`src/inc/rbt_pkg.sv`:
```
// Shared constants for the registered bidirectional bus transceiver.
package rbt_pkg;

  // Full width of each transfer direction.
  localparam int unsigned BUS_W = 18;

  // Width of one independently enabled section.
  localparam int unsigned SEC_W = 9;

  // Number of sections that make up one direction.
  localparam int unsigned NUM_SEC = 2;

  // System clock period in nanoseconds, at 200 MHz.
  localparam int unsigned CLK_PERIOD_NS = 5;

  // Level assumed for a capture clock pin when reset releases.
  // Starting high means a pin that is already high gives no false edge.
  localparam logic CAP_CLK_RESET = 1'b1;

  // Output enable level on a pin that this block drives.
  localparam logic PIN_DRIVE = 1'b0;

  // Output enable level on a pin that this block leaves floating.
  localparam logic PIN_FLOAT = 1'b1;

endpackage

```
`src/verilog/rbt_transceiver.sv`:
```
`timescale 1ns/10ps

module rbt_transceiver
  import rbt_pkg::*;
(
  // Clock, reset and global freeze.
  input  wire logic               clk,
  input  wire logic               rstn,
  input  wire logic               ce,
  // A-to-B controls.
  input  wire logic               a_to_b_capture_clock,
  input  wire logic [NUM_SEC-1:0] a_to_b_store_enable_n,
  input  wire logic               a_to_b_output_enable_n,
  // B-to-A controls.
  input  wire logic               b_to_a_capture_clock,
  input  wire logic [NUM_SEC-1:0] b_to_a_store_enable_n,
  input  wire logic               b_to_a_output_enable_n,
  // A-side bus pin, split into input, output and output enable.
  input  wire logic [BUS_W-1:0]   aIn,
  output logic      [BUS_W-1:0]   aOut,
  output logic      [BUS_W-1:0]   aOeN,
  // B-side bus pin, split into input, output and output enable.
  input  wire logic [BUS_W-1:0]   bIn,
  output logic      [BUS_W-1:0]   bOut,
  output logic      [BUS_W-1:0]   bOeN
);

  // Capture clock pins are sampled as ordinary synchronous inputs, so the
  // fastest usable capture rate is half of clk. This trades pin rate for
  // a single clock domain.
  logic abClkPrev; // Last sampled level of the A-to-B capture clock.
  logic baClkPrev; // Last sampled level of the B-to-A capture clock.

  // Rising edges of the capture clocks, one cycle wide unless held by a freeze.
  wire logic abEdge;
  wire logic baEdge;

  // Stored contents of the two banks.
  logic [BUS_W-1:0] abStore; // Bank feeding the B side.
  logic [BUS_W-1:0] baStore; // Bank feeding the A side.

  // Edge detection history. The reset level is a constant chosen so
  // that a pin sitting high at release does not look like an edge.
  always_ff @(posedge clk or negedge rstn) begin
    if (!rstn) begin
      abClkPrev <= CAP_CLK_RESET;
      baClkPrev <= CAP_CLK_RESET;
    end else if (ce) begin
      abClkPrev <= a_to_b_capture_clock;
      baClkPrev <= b_to_a_capture_clock;
    end
  end

  // A low-to-high step of the pin is the only capture event; a pin held
  // at either level gives none, so the banks keep their data.
  assign abEdge = a_to_b_capture_clock & ~abClkPrev;
  assign baEdge = b_to_a_capture_clock & ~baClkPrev;

  // Each direction owns its own bank, built from independent sections so
  // that one section can load while its neighbour holds.
  genvar gi;
  generate
    for (gi = 0; gi < NUM_SEC; gi++) begin : gSec
      // A-to-B section: A inputs go into the bank that drives B.
      rbt_section #(
        .W        (SEC_W)
      ) uAb (
        .clk      (clk),
        .ce       (ce),
        .capEdge  (abEdge),
        .storeEnN (a_to_b_store_enable_n[gi]),
        .d        (aIn[gi*SEC_W +: SEC_W]),
        .q        (abStore[gi*SEC_W +: SEC_W])
      );

      // B-to-A section: the mirror image with its own controls.
      rbt_section #(
        .W        (SEC_W)
      ) uBa (
        .clk      (clk),
        .ce       (ce),
        .capEdge  (baEdge),
        .storeEnN (b_to_a_store_enable_n[gi]),
        .d        (bIn[gi*SEC_W +: SEC_W]),
        .q        (baStore[gi*SEC_W +: SEC_W])
      );
    end
  endgenerate

  // Output enables follow the direction's enable pin directly, with no
  // register, so the pins float at once whatever the clock is doing.
  wire logic abDrive;
  wire logic baDrive;
  assign abDrive = ~a_to_b_output_enable_n;
  assign baDrive = ~b_to_a_output_enable_n;

  // Pin enables: low drives, high floats.
  assign bOeN = abDrive ? {BUS_W{PIN_DRIVE}} : {BUS_W{PIN_FLOAT}};
  assign aOeN = baDrive ? {BUS_W{PIN_DRIVE}} : {BUS_W{PIN_FLOAT}};

  // Pin data always shows the bank; the enable decides whether it is
  // seen on the wire.
  assign bOut = abStore;
  assign aOut = baStore;

  // The controller must hold every control pin at a defined level; an
  // unknown control here would corrupt the stored data without warning.

  // Record of which sections have been loaded since reset. The banks
  // carry no reset, so a section holds unknown data until its first load
  // and the hold checks below have nothing defined to compare before it.
  logic      [NUM_SEC-1:0] abLoaded; // A-to-B sections loaded once.
  logic      [NUM_SEC-1:0] baLoaded; // B-to-A sections loaded once.
  wire logic [NUM_SEC-1:0] abLoad;   // A-to-B sections loading now.
  wire logic [NUM_SEC-1:0] baLoad;   // B-to-A sections loading now.

  // The same qualification as the sections themselves use.
  assign abLoad = {NUM_SEC{ce & abEdge}} & ~a_to_b_store_enable_n;
  assign baLoad = {NUM_SEC{ce & baEdge}} & ~b_to_a_store_enable_n;

  // The record only grows. Clearing it on reset is conservative: the
  // banks keep their data, but the checks wait for a fresh load.
  always_ff @(posedge clk or negedge rstn) begin
    if (!rstn) begin
      abLoaded <= '0;
      baLoaded <= '0;
    end else begin
      abLoaded <= abLoaded | abLoad;
      baLoaded <= baLoaded | baLoad;
    end
  end
endmodule

```
`src/verilog/rbt_section.sv`:
```
`timescale 1ns/10ps

// One storage section of a direction: a group of data flip-flops that
// loads on a qualified capture edge and holds otherwise.
module rbt_section
  import rbt_pkg::*;
#(
  parameter int unsigned W = SEC_W
) (
  // Clock and global freeze.
  input  wire logic         clk,
  input  wire logic         ce,
  // Capture edge seen on the direction's capture clock pin.
  input  wire logic         capEdge,
  // Active-low store enable of this section.
  input  wire logic         storeEnN,
  // Data in and stored data out.
  input  wire logic [W-1:0] d,
  output logic      [W-1:0] q
);

  // A load needs the freeze lifted, an edge, and the store enable low.
  wire logic load;
  assign load = ce & capEdge & ~storeEnN;

  // The storage carries no reset on purpose: it comes up unknown and is
  // defined only by the first qualified capture, as the real part does.
  always_ff @(posedge clk) begin
    if (load) begin
      q <= d;
    end
  end

endmodule

```
`config.mk`:
```
export PLATFORM = sky130hd
export DESIGN_NAME = rbt_transceiver
export DESIGN_NICKNAME = d
export VERILOG_FILES = /design/src/inc/rbt_pkg.sv /design/src/verilog/rbt_transceiver.sv /design/src/verilog/rbt_section.sv
export SDC_FILE = /design/constraint.sdc
export NUM_CORES = 1
export LEC_CHECK = 0
export BUFFER_PORTS_ARGS = -buffer_cell sky130_fd_sc_hd__buf_2
export CAP_MARGIN = 20
export CORE_ASPECT_RATIO = 0.6
export CORE_UTILIZATION = 38
export DETAILED_ROUTE_END_ITERATION = 8
export PLACE_DENSITY = 0.8
export SKIP_CTS_REPAIR_TIMING = 1
export SYNTH_ARGS = -nofsm -noshare
export SYNTH_HDL_FRONTEND = slang
export SYNTH_SLANG_ARGS = --single-unit
export TNS_END_PERCENT = 100
```
`constraint.sdc`:
```
create_clock -name clk -period 1.4 [get_ports clk]
set_input_delay 0.07 -clock clk [delete_from_list [all_inputs] [get_ports clk]]
set_output_delay 0.07 -clock clk [all_outputs]
set_load 0.01 [all_outputs]
```
==> flow_summary.ini <==
[logic_synthesis]
synth.cell_area_um2 = 1476
synth.net_count = 127
synthAdderAreaFrac_pct = 0
ys_seq_area_share_pct = 76.78
synth_mux_area_share_pct = 1.525
synth_xor_area_share_pct = 0
ys_ff_latch = 38
yosys.area_share.simple_pct = 3.390
synth_top_family_by_area = buffers and inverters
yosys_warnings = 0
syn_area_per_cell_um2 = 18.46
synth.distinct_cells = 5
synth-compound-area-share_pct = 0
synthCells = 80

[critical_path]
crit_family = simple AND/OR/NAND/NOR gates
cp-end-kind = flip-flop
slowest_stage = and4bb_2
r2r-start = baClkPrev$_DFFE_PN1P_
critPathBufInv = 0
critPathLaunchType = flip-flop
cp.depth = 1
max_stage_delay_ps = 450
critPathMaxFanout = 9
cp_cell_sequence = and4bb_2
reg2reg_to = gSec[1].uBa.q[6]$_DFFE_PP_
criticalPathCategory = reg2reg
worstPathRequired_ps = 1360
r2r_setup_slack_ps = 270
reg2regPathDepth = 1
worstPathArrival_ps = 1090

[global_route]
grt_pass1_vias = 697
grt_max_degree = 19
grt_overflow = 0
gr-usage-all-layers_pct = 12.22
grt_pass1_wl_um = 3436
antenna_found_initial = 0

[clocking]
htree_levels = 2
clk_pin_slew_worst_paths_ps = 70
cts_buffers = 5
cts_sinks = 38
clk-insertion-delay-late_ps = 270
cts_buffer_depth = 2
cts_tree = built
cts-root-buf = clkbuf_8

[placement]
gp_congestion = 0.5976
dp.cells = 171
io_buffer_count = 80

[timing]
skew_ps = 3.198
setup_viol_count_final = 0
slew_violations = 0
tightest_slew_ps = 247.5
rsz0062_at_grt = false
period_needed_ps = 1130
final_hold_viol_count = 0
timing.setup.tns_ps = 0
relSlewSlack_pct = 83.50
fin_crit_sh_pct = 80.70
fmax_ghz = 0.8851

[floorplanning]
row_count = 17
die_w_um = 82.47
start_util_pct = 39.89
ioPinCount = 119
core_um2 = 3701
die_h_um = 50.28
die_area_um2 = 4147

[layout]
drive_gt1_share_pct = 55.62
nNetsFinal = 215
syn2layout_area_growth_pct = 45.08
fillCellCount = 299
insertedDiodeCount = 0
finalNonFillerCells = 216

[detailed_routing]
postRouteAntennaNets = 0
vias_per_cell = 4.088
drt-wirelength-per-cell_um = 13.42
drc_errors = 0
drtIter0Drc = 31
wl_um = 2899
drtPass1Iterations = 3
num_vias = 883

[power]
share_comb_of_total_power_pct = 8.7
peakVddDrop_uv = 490.1
p_switching_mw = 0.4004
seqPwrFrac_pct = 54.9
clockPowerShare_pct = 36.4
intPower_mw = 1.949
powerDensity_nw_per_um2 = 1097
p_sw_share_pct = 17.04
leakage_nw = 0.8932

[min_path]
hold_end = abClkPrev$_DFFE_PN1P_
whs_path_depth = 2
worstHoldStart = a_to_b_capture_clock
min_path_type = in2reg

[flow_run]
max_cap_violations = 0

[run_status]
status = finished, final reports clean
==> state kept, by name (all words and copies together) (netlist names) <==
register and count:
gSec.uBa.q 18, abClkPrev 1, baClkPrev 1, gSec.uAb.q 18
==> kinds of logic after synthesis <==
family | Yosys count
mux | 2
simple gates | 4
buf+inv | 36
flops | 38
==> synth_stat cells, drive strengths merged <==
library cell   n  area (µm²)
and4bb         4       50.05
buf           36       270.3
dfstp          2       52.55
edfxtp        36        1081
mux2           2       22.52
==> worst max path at each step <==
| stage | start | to | slack, ps |
|---|---|---|---|
| after floorplan | abClkPrev$_DFFE_PN1P_ | gSec[1].uAb.q[0]$_DFFE_PP_ | 330 |
| after global placement | abClkPrev$_DFFE_PN1P_ | gSec[0].uAb.q[5]$_DFFE_PP_ | 300 |
| after detailed placement | abClkPrev$_DFFE_PN1P_ | gSec[0].uAb.q[8]$_DFFE_PP_ | 270 |
| after CTS | abClkPrev$_DFFE_PN1P_ | gSec[0].uAb.q[8]$_DFFE_PP_ | 260 |
| after global routing | abClkPrev$_DFFE_PN1P_ | gSec[1].uAb.q[3]$_DFFE_PP_ | 220 |
| final | baClkPrev$_DFFE_PN1P_ | gSec[1].uBa.q[6]$_DFFE_PP_ | 270 |
==> metrics by stage <==
| step | hold slack, ps | total power [mW] | util (%) | setup WS [ps] | area, µm² |
|---|---|---|---|---|---|
| global placement | 30.47 | 1.433 | 45.00 | 300.9 | 1665 |
| finish | 65.84 | 2.350 | 57.88 | 270.2 | 2142 |
| CTS | -272.5 | 2.296 | 47.87 | 257.9 | 1772 |
| detailed placement | 28.33 | 1.439 | 45.00 | 270.2 | 1665 |
| global route | 72.13 | 2.443 | 57.88 | 224.6 | 2142 |
| floorplan | -77.84 | 1.454 | - | 331.0 | 1476 |
==> cell usage in the layout, fill, tap and decap left out <==
cell type	Yosys	final
clkbuf_1	0	2
edfxtp_1	36	36
bufinv_16	0	1
dfstp_2	2	2
mux2_2	2	2
buf_2	0	80
and4bb_2	4	4
dlygate4sd3_1	0	37
clkbuf_8	0	5
==> routing by layer <==
layer / vias to the layer above / global-route usage, % / share of wire, %
li1: 427 / - / -
met1: 395 / 13.91 / 40
met2: 59 / 20.11 / 48
met3: 2 / 5.636 / 11
met4: 0 / 4.386 / 0.72
met5: - / 0 / 0
==> power groups by stage <==
| stage | logic, mW | registers [mW] | clock network, mW |
|---|---|---|---|
| after floorplan | 0.128 | 1.33 | 0 |
| after global placement | 0.120 | 1.31 | 0 |
| after detailed placement | 0.124 | 1.31 | 0 |
| after CTS | 0.124 | 1.29 | 0.881 |
| after global routing | 0.220 | 1.29 | 0.930 |
| final | 0.203 | 1.29 | 0.855 |
==> cell type report <==
class | count | area, µm² | area share (%)
well taps | 47 | 58.81 | 2.745
clock inverters | 1 | 30.03 | 1.402
repair buffers | 117 | 770.7 | 35.98
clock buffers | 7 | 76.32 | 3.563
flip-flops and latches | 38 | 1134 | 52.92
multi-input cells | 6 | 72.57 | 3.388
Note: power is estimated with default switching activity, not from simulation.
